--- src/design/smfc_defines.svh ---
// constants for the serial mode, frame format and pin assignment block
// Operation
// - two-bit mode: 11 async8, 10 async7, 01 sync slave, 00 sync master
// - reset leaves the mode at sync master
// - sync frames are eight data bits, no start, stop or parity
// - sync master shifts on internal clock and drives it on the clock pin
// - sync slave shifts using the clock the external master supplies
// - only sync slave drives the ready pin, showing it can transfer
// - group select routes the four lines to port bits 0-3 or 4-7
// - reset selects the lower pin group
// - sync master leaves the ready line as general purpose I/O
// - async modes take only serial in and out; clock and ready stay I/O
// - async modes run only from the internal clock, never an external one
// - async frame: start, 7 or 8 data, optional parity, 1 or 2 stops
// - stop-length bit 1 gives two stop bits, 0 gives one
// - parity enable adds parity; type 1 odd, 0 even
// - reset leaves one stop bit and no parity
// - async transmitter and receiver shift separately, full duplex
// - async and sync master shift clock is timer output, dead while high-speed oscillator off
// - pins serve the interface only while serial enable is 1
// - sync master clock is timer output divided by sixteen
`ifndef SMFC_DEFINES_SVH
`define SMFC_DEFINES_SVH
`define SMFC_MODE_ASYNC8      2'h3
`define SMFC_MODE_ASYNC7      2'h2
`define SMFC_MODE_SLAVE       2'h1
`define SMFC_MODE_MASTER      2'h0
`define SMFC_RST_MODE         2'h0
`define SMFC_RST_GROUP        1'h0
`define SMFC_RST_STOP2        1'h0
`define SMFC_RST_PAR_EN       1'h0
`define SMFC_RST_PAR_ODD      1'h0
`define SMFC_DIV_LAST         4'hF
`define SMFC_HALF_LAST        4'h7
`define SMFC_SYNC_BITS        4'h8
`define SMFC_PIN_SIN          3'h0
`define SMFC_PIN_SERIAL_OUT_PIN         3'h1
`define SMFC_PIN_SCLK         3'h2
`define SMFC_PIN_RDY          3'h3
`define SMFC_UPPER_BASE       3'h4
`endif

--- src/design/smfc_pkg.sv ---
// types for the serial mode, frame format and pin assignment block
package smfc_pkg;
  typedef enum logic [1:0] {
    SMFC_ASYNC8 = 2'h3,
    SMFC_ASYNC7 = 2'h2,
    SMFC_SLAVE  = 2'h1,
    SMFC_MASTER = 2'h0
  } smfc_mode_t;
  typedef enum {SMFC_RX_IDLE, SMFC_RX_START, SMFC_RX_BITS} smfc_rx_state_t;
endpackage

--- src/design/smfc_top.sv ---
// serial interface mode, frame format, shifting and port pin assignment
`timescale 1ns/1ps
`include "smfc_defines.svh"
module smfc_top
  import smfc_pkg::*;
(
  input  wire logic       clk_in,
  input  wire logic       resetn_in,
  input  wire logic       cfg_write_in,
  input  wire logic [1:0] transfer_mode_select_in,
  input  wire logic       pin_group_select_in,
  input  wire logic       stop_length_select_in,
  input  wire logic       parity_enable_in,
  input  wire logic       parity_type_select_in,
  input  wire logic       serial_enable_in,
  input  wire logic       high_speed_oscillator_in,
  input  wire logic       timer_tick_in,
  input  wire logic       tx_valid_in,
  input  wire logic [7:0] tx_data_in,
  output logic            tx_ready_out,
  output logic            rx_valid_out,
  input  wire logic       rx_ready_in,
  output logic [7:0]      rx_data_out,
  output logic            rx_parity_err_out,
  output logic            rx_frame_err_out,
  output logic [1:0]      transfer_mode_out,
  output logic            pin_group_out,
  input  wire logic [7:0] port_pins_in,
  input  wire logic [7:0] gpio_out_in,
  input  wire logic [7:0] gpio_oe_n_in,
  output logic [7:0]      port_pins_out,
  output logic [7:0]      port_pins_oe_n_out
);
  // configuration
  logic [1:0] mode, next_mode;
  logic       group, next_group;
  logic       stop2, next_stop2;
  logic       par_en, next_par_en;
  logic       par_odd, next_par_odd;

  always_comb begin
    next_mode    = mode;
    next_group   = group;
    next_stop2   = stop2;
    next_par_en  = par_en;
    next_par_odd = par_odd;
    if (cfg_write_in) begin
      next_mode    = transfer_mode_select_in;
      next_group   = pin_group_select_in;
      next_stop2   = stop_length_select_in;
      next_par_en  = parity_enable_in;
      next_par_odd = parity_type_select_in;
    end
  end

  always_ff @(posedge clk_in or negedge resetn_in) begin
    if (!resetn_in) begin
      mode    <= `SMFC_RST_MODE;
      group   <= `SMFC_RST_GROUP;
      stop2   <= `SMFC_RST_STOP2;
      par_en  <= `SMFC_RST_PAR_EN;
      par_odd <= `SMFC_RST_PAR_ODD;
    end else begin
      mode    <= next_mode;
      group   <= next_group;
      stop2   <= next_stop2;
      par_en  <= next_par_en;
      par_odd <= next_par_odd;
    end
  end

  assign transfer_mode_out = mode;
  assign pin_group_out     = group;

  // decoded setup
  logic       is_async, is_master, is_slave, seven;
  logic [3:0] nbits, rx_k;
  logic [2:0] base;
  logic       tick, si, sclk_pin;
  assign is_async  = mode[1];
  assign is_master = (mode == `SMFC_MODE_MASTER);
  assign is_slave  = (mode == `SMFC_MODE_SLAVE);
  assign seven     = (mode == `SMFC_MODE_ASYNC7);
  assign nbits     = seven ? 4'h7 : 4'h8;
  assign rx_k      = nbits + {3'h0, par_en} + 4'h1;
  assign base      = group ? `SMFC_UPPER_BASE : 3'h0;
  // no timer clock reaches the shifter while the oscillator is off
  assign tick      = timer_tick_in & high_speed_oscillator_in & serial_enable_in;
  assign si        = port_pins_in[base + `SMFC_PIN_SIN];
  assign sclk_pin  = port_pins_in[base + `SMFC_PIN_SCLK];

  // shifting engine and receive buffer
  logic [11:0] tx_sh, next_tx_sh;
  logic [3:0]  tx_left, next_tx_left;
  logic [3:0]  tx_phase, next_tx_phase;
  logic [9:0]  rx_sh, next_rx_sh;
  logic [3:0]  rx_left, next_rx_left;
  logic [3:0]  rx_phase, next_rx_phase;
  smfc_rx_state_t rx_state, next_rx_state;
  logic        sclk_prev, next_sclk_prev;
  logic [9:0]  buf_mem [2];
  logic [9:0]  next_buf_mem [2];
  logic        buf_rd, next_buf_rd;
  logic [1:0]  buf_cnt, next_buf_cnt;

  logic        tx_idle, buf_room, load, push, pop;
  logic [9:0]  push_word;
  logic [9:0]  shifted, aligned;
  logic [7:0]  rdata;
  logic        pbit, rise, fall;

  assign tx_idle  = (tx_left == 4'h0);
  // a sync frame receives while it sends, so it needs a free slot first
  assign buf_room = (buf_cnt != 2'h2);
  assign load     = serial_enable_in & tx_idle & tx_valid_in &
                    (is_async | buf_room);
  assign tx_ready_out = serial_enable_in & tx_idle & (is_async | buf_room);
  assign rise     = ~sclk_prev & sclk_pin;
  assign fall     = sclk_prev & ~sclk_pin;
  assign pop      = rx_valid_out & rx_ready_in;

  always_comb begin
    next_tx_sh    = tx_sh;
    next_tx_left  = tx_left;
    next_tx_phase = tx_phase;
    next_rx_sh    = rx_sh;
    next_rx_left  = rx_left;
    next_rx_phase = rx_phase;
    next_rx_state = rx_state;
    next_sclk_prev = sclk_pin;
    push      = 1'b0;
    push_word = 10'h000;
    shifted   = {si, rx_sh[9:1]};
    aligned   = shifted >> (4'hA - rx_k);
    rdata     = seven ? {1'b0, aligned[6:0]} : aligned[7:0];
    pbit      = aligned[nbits];
    // transmitter
    if (load) begin
      next_tx_phase = 4'h0;
      if (is_async) begin
        next_tx_sh = 12'hFFF;
        next_tx_sh[0] = 1'b0;
        for (int i = 0; i < 8; i++) begin
          if (i < int'(nbits)) begin
            next_tx_sh[i + 1] = tx_data_in[i];
          end
        end
        if (par_en) begin
          next_tx_sh[nbits + 4'h1] = (^(seven ? {1'b0, tx_data_in[6:0]} : tx_data_in))
                                     ^ par_odd;
        end
        next_tx_left = nbits + {3'h0, par_en} + (stop2 ? 4'h3 : 4'h2);
      end else begin
        next_tx_sh   = {4'hF, tx_data_in};
        next_tx_left = `SMFC_SYNC_BITS;
        next_rx_sh   = 10'h000;
      end
    end else if (!tx_idle) begin
      if (is_slave) begin
        if (rise) begin
          next_rx_sh   = {2'h0, si, rx_sh[7:1]};
          next_tx_left = tx_left - 4'h1;
          if (tx_left == 4'h1) begin
            push      = 1'b1;
            push_word = {2'h0, si, rx_sh[7:1]};
          end
        end else if (fall && tx_left != `SMFC_SYNC_BITS) begin
          next_tx_sh = {1'b1, tx_sh[11:1]};
        end
      end else if (tick) begin
        next_tx_phase = tx_phase + 4'h1;
        if (!is_async && tx_phase == `SMFC_HALF_LAST) begin
          next_rx_sh = {2'h0, si, rx_sh[7:1]};
        end
        if (tx_phase == `SMFC_DIV_LAST) begin
          next_tx_sh   = {1'b1, tx_sh[11:1]};
          next_tx_left = tx_left - 4'h1;
          // last bit was sampled at mid-bit, so rx_sh is whole here
          if (!is_async && tx_left == 4'h1) begin
            push      = 1'b1;
            push_word = rx_sh;
          end
        end
      end
    end
    // asynchronous receiver, internal clock only
    case (rx_state)
      SMFC_RX_IDLE: begin
        // holding off while the buffer is full drops the incoming word, so a stored word is not overwritten
        if (is_async && tick && !si && buf_room) begin
          next_rx_state = SMFC_RX_START;
          next_rx_phase = 4'h0;
        end
      end
      SMFC_RX_START: begin
        if (!is_async) begin
          next_rx_state = SMFC_RX_IDLE;
        end else if (tick) begin
          next_rx_phase = rx_phase + 4'h1;
          if (rx_phase == `SMFC_HALF_LAST) begin
            next_rx_phase = 4'h0;
            next_rx_left  = rx_k;
            // line high again at mid-bit means noise, so go back to hunting
            next_rx_state = si ? SMFC_RX_IDLE : SMFC_RX_BITS;
          end
        end
      end
      SMFC_RX_BITS: begin
        if (!is_async) begin
          next_rx_state = SMFC_RX_IDLE;
        end else if (tick) begin
          next_rx_phase = rx_phase + 4'h1;
          if (rx_phase == `SMFC_DIV_LAST) begin
            next_rx_sh   = shifted;
            next_rx_left = rx_left - 4'h1;
            if (rx_left == 4'h1) begin
              next_rx_state = SMFC_RX_IDLE;
              push      = 1'b1;
              push_word = {~si, par_en & (pbit != ((^rdata) ^ par_odd)), rdata};
            end
          end
        end
      end
      default: next_rx_state = SMFC_RX_IDLE;
    endcase
    // two-entry receive buffer
    next_buf_mem = buf_mem;
    next_buf_rd  = buf_rd;
    next_buf_cnt = buf_cnt;
    if (pop) begin
      next_buf_rd = ~buf_rd;
    end
    if (push) begin
      next_buf_mem[buf_rd ^ buf_cnt[0]] = push_word;
    end
    next_buf_cnt = buf_cnt + {1'b0, push} - {1'b0, pop};
  end

  always_ff @(posedge clk_in or negedge resetn_in) begin
    if (!resetn_in) begin
      tx_sh      <= 12'hFFF;
      tx_left    <= 4'h0;
      tx_phase   <= 4'h0;
      rx_sh      <= 10'h000;
      rx_left    <= 4'h0;
      rx_phase   <= 4'h0;
      rx_state   <= SMFC_RX_IDLE;
      // clock pin idles high, so no false edge right after reset
      sclk_prev  <= 1'b1;
      buf_mem[0] <= 10'h000;
      buf_mem[1] <= 10'h000;
      buf_rd     <= 1'b0;
      buf_cnt    <= 2'h0;
    end else begin
      tx_sh      <= next_tx_sh;
      tx_left    <= next_tx_left;
      tx_phase   <= next_tx_phase;
      rx_sh      <= next_rx_sh;
      rx_left    <= next_rx_left;
      rx_phase   <= next_rx_phase;
      rx_state   <= next_rx_state;
      sclk_prev  <= next_sclk_prev;
      buf_mem    <= next_buf_mem;
      buf_rd     <= next_buf_rd;
      buf_cnt    <= next_buf_cnt;
    end
  end

  assign rx_valid_out      = (buf_cnt != 2'h0);
  assign rx_data_out       = buf_mem[buf_rd][7:0];
  assign rx_parity_err_out = buf_mem[buf_rd][8];
  assign rx_frame_err_out  = buf_mem[buf_rd][9];

  // pin takeover
  always_comb begin
    port_pins_out      = gpio_out_in;
    port_pins_oe_n_out = gpio_oe_n_in;
    if (serial_enable_in) begin
      port_pins_oe_n_out[base + `SMFC_PIN_SIN] = 1'b1;
      port_pins_out[base + `SMFC_PIN_SIN]      = 1'b0;
      port_pins_oe_n_out[base + `SMFC_PIN_SERIAL_OUT_PIN] = 1'b0;
      port_pins_out[base + `SMFC_PIN_SERIAL_OUT_PIN]      = tx_idle | tx_sh[0];
      if (is_master) begin
        // low half of each bit period, idle high
        port_pins_oe_n_out[base + `SMFC_PIN_SCLK] = 1'b0;
        port_pins_out[base + `SMFC_PIN_SCLK]      = tx_idle | tx_phase[3];
        // ready line unused here, left to the port
        port_pins_oe_n_out[base + `SMFC_PIN_RDY]  = gpio_oe_n_in[base + `SMFC_PIN_RDY];
        port_pins_out[base + `SMFC_PIN_RDY]       = gpio_out_in[base + `SMFC_PIN_RDY];
      end else if (is_slave) begin
        port_pins_oe_n_out[base + `SMFC_PIN_SCLK] = 1'b1;
        port_pins_out[base + `SMFC_PIN_SCLK]      = 1'b0;
        port_pins_oe_n_out[base + `SMFC_PIN_RDY]  = 1'b0;
        port_pins_out[base + `SMFC_PIN_RDY]       = tx_idle;
      end else begin
        // async leaves clock and ready lines with the port logic
        port_pins_oe_n_out[base + `SMFC_PIN_SCLK] = gpio_oe_n_in[base + `SMFC_PIN_SCLK];
        port_pins_oe_n_out[base + `SMFC_PIN_RDY]  = gpio_oe_n_in[base + `SMFC_PIN_RDY];
      end
    end
  end
endmodule

--- config.mk ---
export PLATFORM = sky130hd
export DESIGN_NAME = smfc_top
export DESIGN_NICKNAME = d
export VERILOG_FILES = /design/src/design/smfc_pkg.sv /design/src/design/smfc_top.sv
export VERILOG_INCLUDE_DIRS = /design/src /design/src/design
export SDC_FILE = /design/constraint.sdc
export NUM_CORES = 1
export LEC_CHECK = 0
export ABC_AREA = 1
export BUFFER_PORTS_ARGS = -buffer_cell sky130_fd_sc_hd__buf_2
export CAP_MARGIN = 20
export CORE_MARGIN = 8
export CORE_UTILIZATION = 25
export DETAILED_ROUTE_END_ITERATION = 8
export SYNTH_ARGS = -nofsm -noshare
export SYNTH_HDL_FRONTEND = slang
export SYNTH_SLANG_ARGS = --single-unit
--- constraint.sdc ---
create_clock -name clk_in -period 2.4 [get_ports clk_in]
set_input_delay 0.72 -clock clk_in [delete_from_list [all_inputs] [get_ports clk_in]]
set_output_delay 0.72 -clock clk_in [all_outputs]
set_load 0.05 [all_outputs]
==> impl_results.html <==
<table>
<tr><th>Metric</th><th>Value</th></tr>
<tr><th colspan="2">Run status</th></tr>
<tr><td>Result of the run</td><td>finished clean</td></tr>
<tr><th colspan="2">Power and ir drop</th></tr>
<tr><td>Leak Pwr</td><td>~3.2 nW</td></tr>
<tr><td>Total power after layout</td><td>slightly below 7 mW</td></tr>
<tr><td>Switch share</td><td>44.24%</td></tr>
<tr><td>Cell internal power dissipation</td><td>3.797 mW</td></tr>
<tr><td>Share of total power in sequential cells</td><td>approximately 28%</td></tr>
<tr><td>Switch Pwr</td><td>roughly 3 mW</td></tr>
<tr><td>PD cells</td><td>~1100 mW/mm2</td></tr>
<tr><td>Combinational share of power</td><td>between 50 and 60%</td></tr>
<tr><td>Peak ir drop on the vdd network</td><td>roughly 0.44 mV</td></tr>
<tr><td>Relative contribution of the clock network to total power</td><td>a little over a fifth</td></tr>
<tr><th colspan="2">Setup path</th></tr>
<tr><td>Max stage delay cell, worst path</td><td>or2_2</td></tr>
<tr><td>Slowest Stage Delay on Critical Path</td><td>between 0.2 and 0.3 ns</td></tr>
<tr><td>Crit end category</td><td>output pin</td></tr>
<tr><td>Depth of the most critical reg-to-reg path</td><td>15</td></tr>
<tr><td>Crit path max fanout</td><td>5</td></tr>
<tr><td>Category of the critical setup timing path</td><td>in2out</td></tr>
<tr><td>Arrival time worst endpoint</td><td>~1.7 ns</td></tr>
<tr><td>Cell repeated most along the worst path</td><td>buf_4</td></tr>
<tr><td>Sequence of cells on the critical path</td><td>buf_2 &gt; buf_4 &gt; nand2_1 &gt; inv_1 &gt; or2_2 &gt; buf_4</td></tr>
<tr><td>Total number of cells along the worst setup path</td><td>6</td></tr>
<tr><td>Dominant delay contributor by cell family on the critical path</td><td>buffers and inverters</td></tr>
<tr><td>Type of element launching the critical path</td><td>input pin</td></tr>
<tr><td>Number of buffer and inverter stages on the critical path</td><td>4</td></tr>
<tr><td>Data required, critical path</td><td>roughly 1.7 ns</td></tr>
<tr><th colspan="2">Global routing</th></tr>
<tr><td>Wire length of the first global-routing pass</td><td>23,380 um</td></tr>
<tr><td>Initial antenna violation count</td><td>0</td></tr>
<tr><td>All-Layer GR Usage</td><td>12.15%</td></tr>
<tr><td>Number of global-route vias before repair</td><td>4,709</td></tr>
<tr><td>Pin count of the biggest net entering global routing</td><td>47</td></tr>
<tr><td>Remaining global-route overflow</td><td>0</td></tr>
<tr><th colspan="2">Route</th></tr>
<tr><td>Total number of vias</td><td>~4,900</td></tr>
<tr><td>Iteration count of the initial detailed-routing pass</td><td>5</td></tr>
<tr><td>Antenna violation net count after detailed routing</td><td>0</td></tr>
<tr><td>First DRT Iteration DRCs</td><td>~330</td></tr>
<tr><td>Aggregate routed wire length</td><td>around 14,000 um</td></tr>
<tr><td>Met2 routed wirelength</td><td>approximately 6800 um</td></tr>
<tr><td>Remaining routing DRC violations</td><td>0</td></tr>
<tr><td>Routed wl met3</td><td>between 500 and 600 um</td></tr>
<tr><td>Wire length the detailed router placed on met1</td><td>~6700 um</td></tr>
<tr><td>Via density per instance</td><td>approximately 4.6</td></tr>
<tr><td>Avg WL per Cell</td><td>around 14 um</td></tr>
<tr><td>Highest metal layer used by the detailed router</td><td>met4</td></tr>
<tr><th colspan="2">STA</th></tr>
<tr><td>Sum Neg Setup Slack</td><td>0 ns</td></tr>
<tr><td>RSZ-0062 raised after global routing</td><td>true</td></tr>
<tr><td>Minimum hold slack</td><td>0.2164 ns</td></tr>
<tr><td>Post-route minimum period</td><td>approximately 2.4 ns</td></tr>
<tr><td>Worst relative slew slack</td><td>74.33%</td></tr>
<tr><td>Final setup slack of the worst path</td><td>0.01660 ns</td></tr>
<tr><td>Worst-margin pin slew</td><td>approximately 0.38 ns</td></tr>
<tr><td>Final slew viol count</td><td>0</td></tr>
<tr><td>FMAX</td><td>around 420 MHz</td></tr>
<tr><td>Fin. Hold Viols</td><td>0</td></tr>
<tr><td>Final setup skew</td><td>a little over 0.009 ns</td></tr>
<tr><td>Final period util</td><td>99.31%</td></tr>
<tr><td>Final setup violation count</td><td>0</td></tr>
<tr><th colspan="2">Clocking</th></tr>
<tr><td>Later-pin clock latency in the skew report</td><td>roughly 0.34 ns</td></tr>
<tr><td>Quantity of hold-fixing buffers added after cts</td><td>0</td></tr>
<tr><td>Clock-pin slew on the worst setup and hold paths</td><td>approximately 0.060 ns</td></tr>
<tr><td>Root buffer selected by CTS</td><td>clkbuf_16</td></tr>
<tr><td>H-tree levels</td><td>3</td></tr>
<tr><td>Maximum clock insertion buffer count</td><td>2</td></tr>
<tr><td>Sink Count</td><td>roughly 70</td></tr>
<tr><td>CTS tree</td><td>yes</td></tr>
<tr><td>Clock buffers created by TritonCTS</td><td>9</td></tr>
<tr><th colspan="2">Layout</th></tr>
<tr><td>Commonest cells after routing, fill and taps aside</td><td>nand2_1 (200), inv_1 (74), o21ai_0 (69)</td></tr>
<tr><td>Final antenna diode count</td><td>0</td></tr>
<tr><td>Combined flip-flop and latch cell area</td><td>between 0.0015 and 0.002 mm2</td></tr>
<tr><td>Layout Nets</td><td>about 870</td></tr>
<tr><td>Fraction of layout cells with a size suffix above 1</td><td>roughly 30%</td></tr>
<tr><td>Combined area of the multi-input logic cells</td><td>0.002754 mm2</td></tr>
<tr><td>Area growth from synthesis to layout</td><td>38.04%</td></tr>
<tr><td>Most common library cell in the layout ignoring fill and taps</td><td>nand2_1</td></tr>
<tr><td>Filler cell count in the final layout</td><td>1,926</td></tr>
<tr><td>Final design area excluding fillers</td><td>about 0.0064 mm2</td></tr>
<tr><th colspan="2">Yosys</th></tr>
<tr><td>Cell count after synthesis</td><td>a little under 700</td></tr>
<tr><td>Sequential cell area fraction in the yosys report</td><td>a little under two fifths</td></tr>
<tr><td>Netlist area before placement</td><td>about 0.0046 mm2</td></tr>
<tr><td>Post-synthesis sequential element count</td><td>68</td></tr>
<tr><td>Dominant register cell in the synthesized netlist</td><td>dfrtp_1</td></tr>
<tr><td>Post-synth net total</td><td>approximately 740</td></tr>
<tr><td>Number of flops mapped to enable cells by yosys</td><td>0</td></tr>
<tr><td>Per-instance average area after synthesis</td><td>between 6 and 7 um2</td></tr>
<tr><td>Asr flop ratio synth</td><td>100.0%</td></tr>
<tr><td>Yosys warns</td><td>0</td></tr>
<tr><td>Number of library cell types mapped by synthesis</td><td>39</td></tr>
<tr><th colspan="2">Placement</th></tr>
<tr><td>Number of port buffers</td><td>72</td></tr>
<tr><td>Placed Area</td><td>approximately 0.0057 mm2</td></tr>
<tr><td>Pre-CTS worst setup slack</td><td>-0.1052 ns</td></tr>
<tr><td>RePlAce Congestion</td><td>roughly 0.87</td></tr>
<tr><td>Post-detail-place hpwl</td><td>approximately 10,000 um</td></tr>
<tr><th colspan="2">Floorplanning</th></tr>
<tr><td>Die X</td><td>roughly 150 um</td></tr>
<tr><td>Area of the core</td><td>0.01846 mm2</td></tr>
<tr><td>Die Y</td><td>approximately 150 um</td></tr>
<tr><td>Ports placed on the boundary</td><td>a little under 80</td></tr>
<tr><td>Starting density of the core</td><td>roughly a quarter</td></tr>
<tr><td>Num rows</td><td>50</td></tr>
<tr><td>Die area</td><td>approximately 0.023 mm2</td></tr>
<tr><th colspan="2">Run</th></tr>
<tr><td>Number of maximum-capacitance violations</td><td>0</td></tr>
<tr><th colspan="2">Min path</th></tr>
<tr><td>Worst min path class</td><td>in2async</td></tr>
</table>
cells by family (layout without fill, tap and decap cells):
family | Yosys count | after routing | synth area share [%]
muxes | 1 | 1 | 0.2426
DFF | 68 | 68 | 36.96
and+or+nand+nor | 338 | 338 | 30.04
xor gates and xnor gates | 14 | 14 | 2.642
AOI/OAI and AO/OA | 140 | 140 | 17.09
adders and majority gates | 16 | 16 | 4.314
buffers and inverters | 103 | 238 | 8.708
layout make-up:
type | count | area share [%]
clock inverters | 7 | 1.543
inverters | 82 | 4.883
well taps | 234 | 4.570
clock buffers | 9 | 3.516
multi-input cells | 509 | 42.99
flip-flops and latches | 68 | 26.82
repair buffers | 140 | 15.68
per-layer routing:
metal	track usage, %	vias up
li1	-	2474
met1	15.58	2266
met2	20.67	100
met3	2.269	11
met4	2.903	0
met5	0	-
final timing paths:
| kind | from | to | slack (ns) |
|---|---|---|---|
| worst max-delay path | serial_enable_in | port_pins_oe_n_out[4] | 0.02 |
| max in group asynchronous | resetn_in | tx_sh[0]$_DFFE_PN1P_ | 1.63 |
| min in group clk_in | buf_mem[8]$_DFFE_PN0P_ | buf_mem[8]$_DFFE_PN0P_ | 0.48 |
| worst max register to register | tx_left[1]$_DFFE_PN0P_ | buf_cnt[1]$_DFF_PN0_ | 0.07 |
| worst min register to register | buf_mem[8]$_DFFE_PN0P_ | buf_mem[8]$_DFFE_PN0P_ | 0.48 |
| worst min-delay path | resetn_in | stop2$_DFFE_PN0P_ | 0.22 |
repair_timing:
action	CTS	global route
setup buffers	4	5
gates cloned	0	1
pin swaps	2	17
resized for setup	25	55
endpoints found under the setup margin	10	15
hold endpoints to repair	0	0
synth_stat cells, types with 5 or more instances:
cell type  count  area (um2)
a21oi_1       18       90.09
a31oi_1       13       81.33
buf_2          7       35.03
clkbuf_1      11       41.29
dfrtp_1       57        1426
dfstp_2       11       289.0
ha_1          16       200.2
inv_1         79       296.5
nand2_1      213       799.5
nand3_1       43       215.2
nor2_1        56       210.2
o211ai_1      10       75.07
o21ai_0       76       380.4
o22ai_1       10       62.56
or2_2          9       56.30
xnor2_1        5       43.79
xor2_1         9       78.83
power groups by stage:
stage                     Sequential [mW]  Combinational (mW)  Clock [mW]
after global routing                 1.94                3.90        1.53
after detailed placement             1.88                3.12           0
final                                1.88                3.46        1.47
after floorplan                      1.83                2.23           0
after global placement               1.86                3.09           0
after CTS                            1.87                3.23        1.49
state kept, by name (all words and copies together), names as in the netlist:
signal / flops
buf_rd: 1
stop2: 1
par_en: 1
sclk_prev: 1
buf_mem: 20
tx_phase: 4
par_odd: 1
rx_sh: 10
pin_group_out: 1
buf_cnt: 2
tx_sh: 10
transfer_mode_out: 2
rx_left: 4
tx_left: 4
rx_state: 2
rx_phase: 4
stage by stage:
stage,utilization (%),std cells
floorplan,-,680
global placement,31.00,1023
detailed placement,31.00,1023
CTS,33.31,1043
global route,34.71,1049
finish,34.71,1049
(Power assumes the default switching activity.)
